==> src/tlptx_pkg.sv <==
package tlptx_pkg;
    // ==========================================
    // Bus geometry
    localparam int DATA_W = 256;
    localparam int QW_W = 64;
    localparam int EMPTY_W = 2;
    localparam int RDY_LAT_DEF = 2;
    // ==========================================
    // Empty field encodings
    localparam logic [1:0] EMPTY_FULL = 2'h0;
    localparam logic [1:0] EMPTY_192 = 2'h1;
    localparam logic [1:0] EMPTY_128 = 2'h2;
    localparam logic [1:0] EMPTY_64 = 2'h3;
    // ==========================================
    // Reset and timing
    localparam int POST_RST_CYCLES = 2;
    localparam logic [1:0] RST_CNT_INIT = 2'h0;
    localparam logic [3:0] PKT_HDR_DW4 = 4'h4;
    // ==========================================
    // Packet tracking states
    typedef enum logic [1:0] {
        TLPTX_IDLE = 2'b00,
        TLPTX_BODY = 2'b01,
        TLPTX_HANG = 2'b11
    } tlptx_state_t;
endpackage

==> src/tlptx_delay.sv <==
`timescale 1ns/10ps
// ==========================================
// Fixed-depth shift line for the ready pipeline
module tlptx_delay #(
    parameter int DEPTH = 2
) (
    input wire logic sys_clk, // Clock
    input wire logic rst_n, // Sync reset, active low
    input wire logic din, // Bit in
    output logic dout // Bit out, DEPTH cycles late
);
    logic [DEPTH-1:0] line_reg;

    // Depth one gets its own branch so the part-select never runs below zero
    generate
        if (DEPTH == 1) begin : g_one
            always_ff @(posedge sys_clk) begin
                if (!rst_n) begin
                    line_reg <= '0;
                end else begin
                    line_reg[0] <= din;
                end
            end
        end else begin : g_many
            always_ff @(posedge sys_clk) begin
                if (!rst_n) begin
                    line_reg <= '0;
                end else begin
                    line_reg <= {line_reg[DEPTH-2:0], din};
                end
            end
        end
    endgenerate

    assign dout = line_reg[DEPTH-1];
endmodule

==> src/tlptx_sink.sv <==
`timescale 1ns/10ps
module tlptx_sink
    import tlptx_pkg::*;
#(
    parameter int READY_LATENCY = RDY_LAT_DEF,
    parameter int DATA_WIDTH = DATA_W
) (
    input wire logic sys_clk, // 25 MHz clock
    input wire logic rst_n, // Sync reset, active low
    input wire logic [DATA_WIDTH-1:0] transmit_payload_bus, // Beat data
    input wire logic packet_first_beat_marker, // First beat
    input wire logic packet_last_beat_marker, // Last beat
    input wire logic transmit_beat_qualifier, // Valid
    input wire logic [EMPTY_W-1:0] final_beat_unused_qwords, // Empty qwords
    input wire logic [15:0] expected_beats, // Beat count implied by header
    input wire logic sink_space_ok, // Downstream can take beats
    output logic transmit_accept_signal, // Ready
    output logic reset_status, // High while in reset or settling
    output logic [DATA_WIDTH-1:0] beat_data_out, // Captured beat, masked
    output logic beat_strobe_out, // One pulse per accepted beat
    output logic beat_first_out, // Captured beat opens a packet
    output logic beat_last_out, // Captured beat ends a packet
    output logic path_hung // Beat count mismatch seen
);
    // ==========================================
    // Limitations
    // Header fields are not parsed; the beat count arrives on its own port.
    // Ready latency is fixed at build time; the partner must match it.
    // Leaving a hang needs a full reset.
    // ==========================================
    // Reset status and ready generation
    logic [1:0] rst_cnt_reg;
    logic ready_cycle;
    tlptx_state_t state_reg;
    logic [15:0] beat_cnt_reg;
    logic [15:0] beat_goal_reg;
    logic take;

    // Ready may not rise until the settle time is over
    always_ff @(posedge sys_clk) begin
        if (!rst_n) begin
            rst_cnt_reg <= RST_CNT_INIT;
            reset_status <= 1'b1;
        end else begin
            if (rst_cnt_reg != 2'(POST_RST_CYCLES)) begin
                rst_cnt_reg <= rst_cnt_reg + 2'h1;
            end
            reset_status <= (rst_cnt_reg != 2'(POST_RST_CYCLES - 1)) &&
                            (rst_cnt_reg != 2'(POST_RST_CYCLES));
        end
    end

    // Hang holds ready low until reset once the count is wrong
    always_ff @(posedge sys_clk) begin
        if (!rst_n) begin
            transmit_accept_signal <= 1'b0;
        end else begin
            transmit_accept_signal <= sink_space_ok && !reset_status &&
                                      (state_reg != TLPTX_HANG);
        end
    end

    // Ready cycle is the accept signal delayed by the latency
    tlptx_delay #(
        .DEPTH(READY_LATENCY)
    ) u_rdy_line (
        .sys_clk(sys_clk),
        .rst_n(rst_n),
        .din(transmit_accept_signal),
        .dout(ready_cycle)
    );

    assign take = transmit_beat_qualifier && ready_cycle;

    // ==========================================
    // Packet framing and beat count check
    always_ff @(posedge sys_clk) begin
        if (!rst_n) begin
            state_reg <= TLPTX_IDLE;
            beat_cnt_reg <= 16'h0000;
            beat_goal_reg <= 16'h0000;
        end else begin
            case (state_reg)
                TLPTX_IDLE: begin
                    if (take && packet_first_beat_marker) begin
                        beat_goal_reg <= expected_beats;
                        beat_cnt_reg <= 16'h0001;
                        if (packet_last_beat_marker) begin
                            if (expected_beats != 16'h0001) begin
                                state_reg <= TLPTX_HANG;
                            end
                        end else begin
                            state_reg <= TLPTX_BODY;
                        end
                    end
                end
                TLPTX_BODY: begin
                    if (take) begin
                        beat_cnt_reg <= beat_cnt_reg + 16'h0001;
                        if (packet_last_beat_marker) begin
                            if (beat_cnt_reg + 16'h0001 != beat_goal_reg) begin
                                state_reg <= TLPTX_HANG;
                            end else begin
                                state_reg <= TLPTX_IDLE;
                            end
                        end else if (beat_cnt_reg + 16'h0001 >= beat_goal_reg) begin
                            state_reg <= TLPTX_HANG;
                        end
                    end
                end
                TLPTX_HANG: begin
                    state_reg <= TLPTX_HANG;
                end
                default: begin
                    state_reg <= TLPTX_IDLE;
                end
            endcase
        end
    end

    always_ff @(posedge sys_clk) begin
        if (!rst_n) begin
            path_hung <= 1'b0;
        end else begin
            path_hung <= (state_reg == TLPTX_HANG);
        end
    end

    // ==========================================
    // Beat capture with empty-qword masking
    function automatic logic [DATA_WIDTH-1:0] qw_mask(input logic [EMPTY_W-1:0] e);
        logic [DATA_WIDTH-1:0] m;
        m = '1;
        case (e)
            EMPTY_FULL: m = '1;
            EMPTY_192: m = {{QW_W{1'b0}}, {(DATA_WIDTH-QW_W){1'b1}}};
            EMPTY_128: m = {{(2*QW_W){1'b0}}, {(DATA_WIDTH-2*QW_W){1'b1}}};
            EMPTY_64: m = {{(3*QW_W){1'b0}}, {(DATA_WIDTH-3*QW_W){1'b1}}};
            default: m = '1;
        endcase
        return m;
    endfunction

    // ==========================================
    // Beat acceptance after the hang filter
    logic accept_beat;

    // A hung path drops every beat until reset
    assign accept_beat = take && (state_reg != TLPTX_HANG);

    // Strobe is high for one cycle per accepted beat, so back-to-back beats keep it high
    always_ff @(posedge sys_clk) begin
        if (!rst_n) begin
            beat_strobe_out <= 1'b0;
        end else begin
            beat_strobe_out <= accept_beat;
        end
    end

    // Markers hold until the next accepted beat
    always_ff @(posedge sys_clk) begin
        if (!rst_n) begin
            beat_first_out <= 1'b0;
        end else if (accept_beat) begin
            beat_first_out <= packet_first_beat_marker;
        end
    end

    always_ff @(posedge sys_clk) begin
        if (!rst_n) begin
            beat_last_out <= 1'b0;
        end else if (accept_beat) begin
            beat_last_out <= packet_last_beat_marker;
        end
    end

    // Empty code only counts on the last beat; earlier beats pass whole
    always_ff @(posedge sys_clk) begin
        if (!rst_n) begin
            beat_data_out <= '0;
        end else if (accept_beat) begin
            if (packet_last_beat_marker) begin
                beat_data_out <= transmit_payload_bus &
                                 qw_mask(final_beat_unused_qwords);
            end else begin
                beat_data_out <= transmit_payload_bus;
            end
        end
    end
endmodule

==> config.mk <==
export PLATFORM = sky130hd
export DESIGN_NAME = tlptx_sink
export DESIGN_NICKNAME = d
export VERILOG_FILES = /design/src/tlptx_pkg.sv /design/src/tlptx_delay.sv /design/src/tlptx_sink.sv
export SDC_FILE = /design/constraint.sdc
export NUM_CORES = 1
export LEC_CHECK = 0
export BUFFER_PORTS_ARGS = -buffer_cell sky130_fd_sc_hd__buf_2
export CORE_AREA = 2 2 209 211
export CTS_CLUSTER_DIAMETER = 30
export CTS_CLUSTER_SIZE = 20
export DETAILED_ROUTE_END_ITERATION = 6
export DIE_AREA = 0 0 211 213
export PLACE_DENSITY = 0.57
export SETUP_SLACK_MARGIN = 0.2
export SYNTH_ARGS = -nofsm -noshare
export SYNTH_HDL_FRONTEND = slang
export SYNTH_SLANG_ARGS = --single-unit
==> constraint.sdc <==
create_clock -name sys_clk -period 6.9 [get_ports sys_clk]
set_input_delay 1.38 -clock sys_clk [delete_from_list [all_inputs] [get_ports sys_clk]]
set_output_delay 1.38 -clock sys_clk [all_outputs]
set_load 0.1 [all_outputs]
# After elaboration in Yosys (flattened, before gate mapping)
# Cells that the tools add are included.
dict set report word_totals {
  inputBits 280
  elab_cells 59
  ff_bits 300
  out_inout_bits 262
}
dict set report op_classes {
  n_lt_le_gt_ge 1
  bitwise_logic 1
  addsub 2
  reduce_logical 13
  n_mux 16
  eq_ne 14
}
# cell n
set ops {}
lappend ops {{256-bit 2-to-1 mux} 4}
lappend ops {{256-bit case mux with 4 select lines} 1}
lappend ops {{256-bit AND} 1}
lappend ops {{16-bit 2-to-1 mux} 2}
lappend ops {{16-bit case mux with 2 select lines} 1}
lappend ops {{16-bit by 1-bit adder with 16-bit output (second input constant)} 1}
lappend ops {{16-bit >= comparator} 1}
lappend ops {{16-bit by 1-bit inequality test with 1-bit output (second input constant)} 1}
lappend ops {{16-bit inequality test} 1}
lappend ops {{2-bit 2-to-1 mux} 7}
lappend ops {{2-bit inequality test (second input constant)} 4}
lappend ops {{2-bit equality test (second input constant)} 3}
lappend ops {{1-bit logical AND} 6}
lappend ops {{3-bit inequality test (second input constant)} 2}
lappend ops {{2-bit case mux with 3 select lines} 1}
lappend ops {{2-bit by 1-bit equality test with 1-bit output (second input constant)} 2}
lappend ops {{2-bit logical NOT} 2}
lappend ops {{4-bit AND reduction} 1}
lappend ops {{3-bit AND reduction} 1}
lappend ops {{2-bit by 1-bit adder with 2-bit output (second input constant)} 1}
lappend ops {{2-bit by 1-bit inequality test with 1-bit output (second input constant)} 1}
lappend ops {{2-bit AND reduction} 1}
lappend ops {{2-bit nonzero test} 1}
lappend ops {{1-bit logical NOT} 1}

# Logic depth before layout (Yosys ltp)
# Gate-level depths: netlist (run 1).
dict set report depth {
  ltp_word 7
  mapped_depth 11
  ltp_nobuf 11
}

# Modules after synthesis
# A second synthesis (run 1) with hierarchy kept.
dict set report unflattened {
  hier_cells 1061
  area_unflattened_um2 10467.5
}
# module cells_per_inst seq_area_each_um2 n_inst area_each_um2
set by_module_without_submodules {}
lappend by_module_without_submodules {tlptx_sink 1057 5965.7 1 10415.0}
lappend by_module_without_submodules {tlptx_delay 4 40.0 1 52.6}

# Least setup slack after synthesis (run 1)
# OpenSTA, ideal clock, no wires.
dict set report synth_timing {
  kind {reg2reg}
  startpoint {register beat_cnt_reg[0]}
  endpoint {register state_reg[0]}
  slack_ns 3.993
  t_arrival_ns 2.789
  path_stages_with_launch 11
  synth_period_minus_slack_ns 2.907
  setup_time_ns 0.117
  required_ns 6.783
  n_path_buf 0
  path_cell_list {dfxtp_1 ha_1 and4_1 nand3_1 nor2_1 xor2_1 ha_1 nand4_2 or4_4 or3_1 a32o_1}
}
dict set report synth_between {
  elab_chain_cells 6
  word_cells_on_any_way 9
  classes_between {add/sub: 1; order compare: 1; eq/ne: 2; mux: 4; reduce/logical: 1}
}
# item line_no
set synth_rtl {}
lappend synth_rtl {{from (decl)} tlptx_sink.sv:35} ;# logic [15:0] beat_cnt_reg;
lappend synth_rtl {{from (signal assigned)} tlptx_sink.sv:99} ;# beat_cnt_reg <= beat_cnt_reg + 16'h0001;
lappend synth_rtl {{16-bit by 1-bit adder with 16-bit output (*)} {tlptx_sink.sv:101, tlptx_sink.sv:106}}
lappend synth_rtl {{branches (longest 5 deep; another with 16-bit >= comparator)} -}
lappend synth_rtl {{to (signal assigned)} tlptx_sink.sv:102} ;# state_reg <= TLPTX_HANG;
lappend synth_rtl {{to (signal assigned)} tlptx_sink.sv:104} ;# state_reg <= TLPTX_IDLE;
lappend synth_rtl {{to (signal assigned)} tlptx_sink.sv:107} ;# state_reg <= TLPTX_HANG;
lappend synth_rtl {{to (decl)} tlptx_sink.sv:34} ;# tlptx_state_t state_reg;
# Every way passes the cells marked *. The select of a mux whose other input is x is not followed.
# A chain may end at the register's enable or synchronous reset.

# Final worst setup path (run 1)
dict set report layout_timing {
  startpoint {input transmit_beat_qualifier}
  endpoint {register beat_data_out[244]}
}
dict set report layout_between {
  elab_chain_cells 2
}
# item line_no
set layout_rtl {}
lappend layout_rtl {{from (decl)} tlptx_sink.sv:13} ;# input wire logic transmit_beat_qualifier,
lappend layout_rtl {{1-bit logical AND} tlptx_sink.sv:73} ;# assign take = transmit_beat_qualifier && ready_cycle;
lappend layout_rtl {{1-bit logical AND} tlptx_sink.sv:149} ;# assign accept_beat = take && (state_reg != TLPTX_HANG);
lappend layout_rtl {{to (signal assigned)} tlptx_sink.sv:183} ;# beat_data_out <= transmit_payload_bus &
lappend layout_rtl {{to (signal assigned)} tlptx_sink.sv:186} ;# beat_data_out <= transmit_payload_bus;
lappend layout_rtl {{to (decl)} tlptx_sink.sv:19} ;# output logic [DATA_WIDTH-1:0] beat_data_out,
# Every way passes these cells.

==> results.cfg, run 1 <==
[run_status]
run_status = complete, no violations

[floorplanning]
start_util_pct = 25.4
core-area_um2 = 42700
row_count = 76
die_area_um2 = 44900
floorplan.io_pins = 542
fp.dieW_um = 211
die_y_um = 213

[grt]
grt_pass1_vias = 9939
grt_max_degree = 87
antenna_found_initial = 18
grt_use_total_pct = 17.0
grt_pass1_wl_mm = 57.8
grt_overflow = 0

[yosys]
async_flop_share_pct = 0
synth.distinct_cells = 51
yosys_warnings = 0
synth_fp_nets = 1375
synth-edff-count = 0
synthCells = 1077
synth_area_um2 = 10800
synth.yosys.seq_area_share_pct = 55.5
avgSynthCellArea_um2 = 10.1
yosys_register_bits = 300
ys.flop_type = dfxtp_1

[sta]
setup_tns_ns = 0
fin_crit_ns = 3.63
hold_violations = 0
drv_slew = 0
worst_slack_ns = 3.27
fin_crit_sh_pct = 52.6
tightest_slew_ns = 0.974
setup_viol = 0
rsz0062_at_grt = false
max_freq_mhz = 275
skew_ns = 0.0225
max_slew_margin_pct = 34.8

[cts]
post-cts-setup-buffer-count = 0
cts.sinks = 300
clk_pin_slew_ns = 0.04
post_cts_resized = 0
cts_buffers = 76
worstSkewPairLatency_ns = 0.58
cts_tree = yes
clockBufferDepth = 3
postCtsHoldBufs = 0
cts-root-buf = clkbuf_16
cts_max_level = 3

[critical_path]
path_cells = buf_2, nand2_1, a21o_4, and2_4, buf_4, a22o_1
worst-endpoint-arrival_ns = 4.16
critPathLaunchType = primary input
critPathLaunch = transmit_beat_qualifier
timing.rr.start = beat_cnt_reg[0]
worstSetupPathType = primary input to flip-flop
path_max_fanout = 72
crit_slowest_cell = and2_4
critical_path.max_stage_delay_ns = 0.77
critPathCaptureType = flip-flop
cpLargestDelayFamily = simple AND/OR/NAND/NOR gates
critPathRequiredTime_ns = 7.43
ff2ff_setup_slack_ns = 3.56
cp_num_buf_inv = 2

[routing]
routed_wl_mm = 40.6
wire_per_inst_um = 18.1
ant_nets = 0
drc_errors = 0
num_vias = 10261
dr.pass1.iters = 4
drtIter0Drc = 508
avgViaCountPerCell = 4.58

[power_and_ir_drop]
power_frac_seq_pct = 30.9
total_power_uw = 5730
p_int_uw = 4380
clkPwrFrac_pct = 63.7
max-vdd-ir-drop_mv = 0.225
p_sw_share_pct = 23.6
leakagePower_uw = 0.00757
p_comb_share_pct = 5.3
power.switching_uw = 1350
powerDensity_nw_per_um2 = 343

[cells_and_area]
area_growth_pct = 54.3
layout_common_cells = buf_2, dfxtp_1, nand2_1
nNetsFinal = 1921
layout.cells.non_filler = 2242
layout_commonest_cell = buf_2
drive_above_1_share_pct = 40.9
largest_reg_flops = 256

[placed_design]
post-place-ws_ns = 2.66
post-place-cells = 2091
dp_hpwl_mm = 29.3
gp_congestion = 0.852
buffer_ports.inserted = 541

[hold_path]
hp-class = flip-flop to flip-flop
hold_start = u_rdy_line.line_reg[0]

[flow_run]
maxCapViolCount = 0
==> worst paths after layout <==
path                                                to  depth (start not counted)
worst max register to register            state_reg[0]                         10
worst min-delay path            u_rdy_line.line_reg[1]                          1
worst min register to register  u_rdy_line.line_reg[1]                          1
worst max-delay path                beat_data_out[244]                          6
==> stage by stage <==
stage,hold slack (ns),area (um^2),util [%]
final,0.435,16700,39.1
after global routing,0.459,16700,39.1
after CTS,0.436,16700,39.1
after detailed placement,0.429,14000,32.7
after global placement,0.417,14000,32.7
after floorplan,0.412,10800,-
==> synthesized netlist by cell type, types with 8 or more instances <==
cell        n  area [um^2]
a21boi_0   64          480
a21oi_1    34          170
a22o_1    128         1120
a22oi_1    64          480
and2_1      8         50.1
and3_1      8         50.1
buf_1       9         33.8
buf_2      36          180
clkbuf_1   36          135
dfxtp_1   300         6010
ha_1       18          225
inv_1      18         67.6
nand2_1   184          691
nand3_1    13         65.1
nor2_1     10         37.5
nor2b_1    66          413
o21ai_0    10         50.1
xnor2_1     9         78.8
==> metal layers <==
| metal | wire [um] | vias up | global-route usage [%] |
|---|---|---|---|
| li1 | - | 4955 | - |
| met1 | 16300 | 4830 | 19.0 |
| met2 | 20000 | 382 | 28.8 |
| met3 | 2700 | 92 | 5.69 |
| met4 | 1600 | 2 | 8.74 |
| met5 | 11 | - | 0 |
==> power by group through the flow <==
stage                     combinational [uW]  sequential, uW  clock, uW
after detailed placement                 308            1800          0
after global routing                     326            1770       3820
final                                    306            1770       3650
after floorplan                         75.7            1910          0
after global placement                   306            1800          0
after CTS                                309            1770       3720
==> kinds of logic (layout without fill, tap and decap cells) <==
logic type / after synthesis / after routing / share of synthesized area, %
and+or+nand+nor: 322 / 322 / 14.4
AOI/OAI and AO/OA: 321 / 321 / 22.8
DFF: 300 / 300 / 55.5
buffers and inverters: 100 / 708 / 3.88
adders and majority gates: 18 / 18 / 2.08
xor gates and xnor gates: 16 / 16 / 1.29
other: 0 / 11 / 0
==> area by class of cell <==
cell class	instances	area, um^2
inverter	19	71.3
fill	4279	26000
tap	546	683
timing repair buffer	549	2770
sequential	300	6010
antenna	11	27.5
clock buffer	97	2080
multi-input combinational	677	4450
clock inverter	43	622
Power figures use the tool's default switching activity.
==> inputs of run 2 (changes only) <==
Settings changed: ABC_AREA set to 1, CORE_AREA 2 2 209 211 to 2 2 214 216, DIE_AREA 0 0 211 213 to 0 0 216 218, PLACE_DENSITY 0.57 to 0.58.
Clock period 6.9 ns to 2.95 ns, I/O delays scaled along.
==> run 2 against run 1 <==
Net effect: clock power rose by 130%; critical path depth is 9 higher; wire length fell by 0.42%; core utilization fell by 0.45 points; critical path type is now flip-flop to flip-flop; sequential share of layout area fell by 1.4 points; non-clock buffer count is 12 higher; synthesized cell count rose by 37%; clock-buffer cell count grew 2; sequential cell count stayed put; highest routed layer is now met4.
==> results.cfg, run 2 <==
[critical_path]
critPathLaunchType = flip-flop
worst-endpoint-arrival_ns = 2.86
path_max_fanout = 4
critPathCaptureType = flip-flop
reg2regPathDepth = 15
critPathRequiredTime_ns = 3.41
worstSetupPathType = flip-flop to flip-flop

[yosys]
yosys_warnings = 0
ys_top_cells_by_count = dfxtp_1, nand2_1, a21oi_1
yosys_register_bits = 300
yosysMostFrequentCell = dfxtp_1
synth_area_leaders = dfxtp_1, a21oi_1, nand3_1
synth_fp_nets = 1770
synth.yosys.seq_area_share_pct = 52.0
synth_top_area_share_pct = 52.0
avgSynthCellArea_um2 = 7.85
async_flop_share_pct = 0
ys.flop_type = dfxtp_1
synth_area_leader_cell = dfxtp_1
synth.distinct_cells = 31
synth-edff-count = 0
synthCells = 1472
synth_area_um2 = 11500

[cells_and_area]
fillCellCount = 4592
antennaDiodeCount = 0
largest_reg_flops = 256
layout_commonest_cell = buf_2
nNetsFinal = 2295
area_growth_pct = 50.3
drive_above_1_share_pct = 34.5
layout_common_cells = buf_2, dfxtp_1, nand2_1
layout.cells.non_filler = 2651

[cts]
cts_buffers = 76
cts.sinks = 300
cts_tree = yes
worstSkewPairLatency_ns = 0.57
clockBufferDepth = 3
post-cts-setup-buffer-count = 0
clk_pin_slew_ns = 0.04
cts_max_level = 3
cts-root-buf = clkbuf_16

[routing]
wl_met2_mm = 19.4
ant_nets = 0
wire_per_inst_um = 15.2
routed_wl_mm = 40.4
num_vias = 12141
drc_errors = 0
wl_met1_mm = 16.4
drtIter0Drc = 787
dr.pass1.iters = 5
avgViaCountPerCell = 4.58
top_layer = met4
wl_met3_mm = 3.17

[sta]
rsz0062_at_grt = false
drv_slew = 0
max_freq_mhz = 416
tightest_slew_ns = 0.835
skew_ns = 0.0117
fin_crit_ns = 2.40
max_slew_margin_pct = 44.3
setup_tns_ns = 0
hold-worst-slack_ns = 0.238
worst_slack_ns = 0.547
fin_crit_sh_pct = 81.5
hold_violations = 0
setup_viol = 0

[floorplanning]
start_util_pct = 25.7
die_y_um = 218
row_count = 78
core-area_um2 = 44900
fp.dieW_um = 216
floorplan.io_pins = 542
die_area_um2 = 47100

[grt]
grt_use_total_pct = 16.4
grt_pass1_vias = 11627
grt_max_degree = 136
grt_pass1_wl_mm = 61.8
antenna_found_initial = 0
grt_overflow = 0

[hold_path]
min_delay_path_depth = 3
hp-class = primary input to flip-flop

[placed_design]
post-place-cells = 2519
post-place-ws_ns = 0.499
buffer_ports.inserted = 541
dp_hpwl_mm = 27.8
gp_congestion = 0.854

[flow_run]
maxCapViolCount = 0

[power_and_ir_drop]
powerDensity_nw_per_um2 = 778
total_power_uw = 13500
max-vdd-ir-drop_mv = 0.592
leakagePower_uw = 0.00792

[run_status]
run_status = complete, no violations
## run 2: cell count changes in the layout (fill, tap and decap cells not counted), sizes merged, moves of 64 or more
cell    change
a21oi     +200
nand3     +191
nor2      +164
a22o      -128
nand2      +89
o21ai      +76
nor2b      -66
a21boi     -64
a22oi      -64
## run 2: per-stage QoR
step / utilization [%] / cell area, um^2
6_report: 38.7 / 17400
5_1_grt: 38.7 / 17400
4_1_cts: 38.6 / 17400
3_5_place_dp: 32.7 / 14700
3_3_place_gp: 32.7 / 14700
2_1_floorplan: - / 11500
## run 2: worst paths after layout
kind / startpoint / endpoint / slack (ns)
worst max-delay path: beat_cnt_reg[3] / state_reg[0] / 0.55
worst min-delay path: transmit_payload_bus[6] / beat_data_out[6] / 0.24
worst max register to register: beat_cnt_reg[3] / state_reg[0] / 0.55
worst min register to register: reset_status / transmit_accept_signal / 0.41
## run 2: area by class of cell
type | instances | area (um^2) | area share (%)
Clock buffer | 99 | 2150 | 12.4
Clock inverter | 33 | 508 | 2.93
Inverter | 45 | 179 | 1.03
Multi-Input combinational cell | 1013 | 4790 | 27.6
Sequential cell | 300 | 6010 | 34.6
Tap cell | 600 | 751 | 4.32
Timing Repair Buffer | 561 | 2980 | 17.2
## run 2: critical path: stages, from the launching register on
cell and delay, ns:
dfxtp_1 0.38, nand2_1 0.16, nor2_1 0.30, nand3_1 0.16, xor2_1 0.16, inv_1 0.08, ha_1 0.29, nand2_1 0.06
nor2_1 0.11, nand2_1 0.08, nor2_1 0.11, nand2_1 0.08, a21oi_1 0.13, nand3_1 0.09, nand2_1 0.07, nor2_1 0.04
## run 2: cells by family (layout without fill, tap and decap cells)
family                   Yosys count  after routing  synth area share [%]
AND/OR/NAND/NOR                  662            662                  24.4
buffers and inverters            159            738                  6.84
flip-flops                       300            300                  52.0
adder cells (fa/ha/maj)           18             18                  1.95
XOR/XNOR                          10             10                 0.758
AO/OA/AOI/OAI                    323            323                  14.1
## run 2: routing by layer
layer,global-route usage [%],vias up
li1,-,5953
met1,19.4,5593
met2,26.8,491
met3,5.54,104
met4,7.69,0
met5,0,-
## run 2: timing repair
item                                    4_1_cts  5_1_grt
hold endpoints to repair                      0        0
endpoints found under the setup margin        0        2
hold buffers                                  0        0
resized for setup                             0        4
## run 2: where the power goes
group | internal, uW | switching, uW | total [uW]
clock | 6110 | 2450 | 8560
combinational | 231 | 576 | 807
sequential | 4120 | 23.3 | 4150
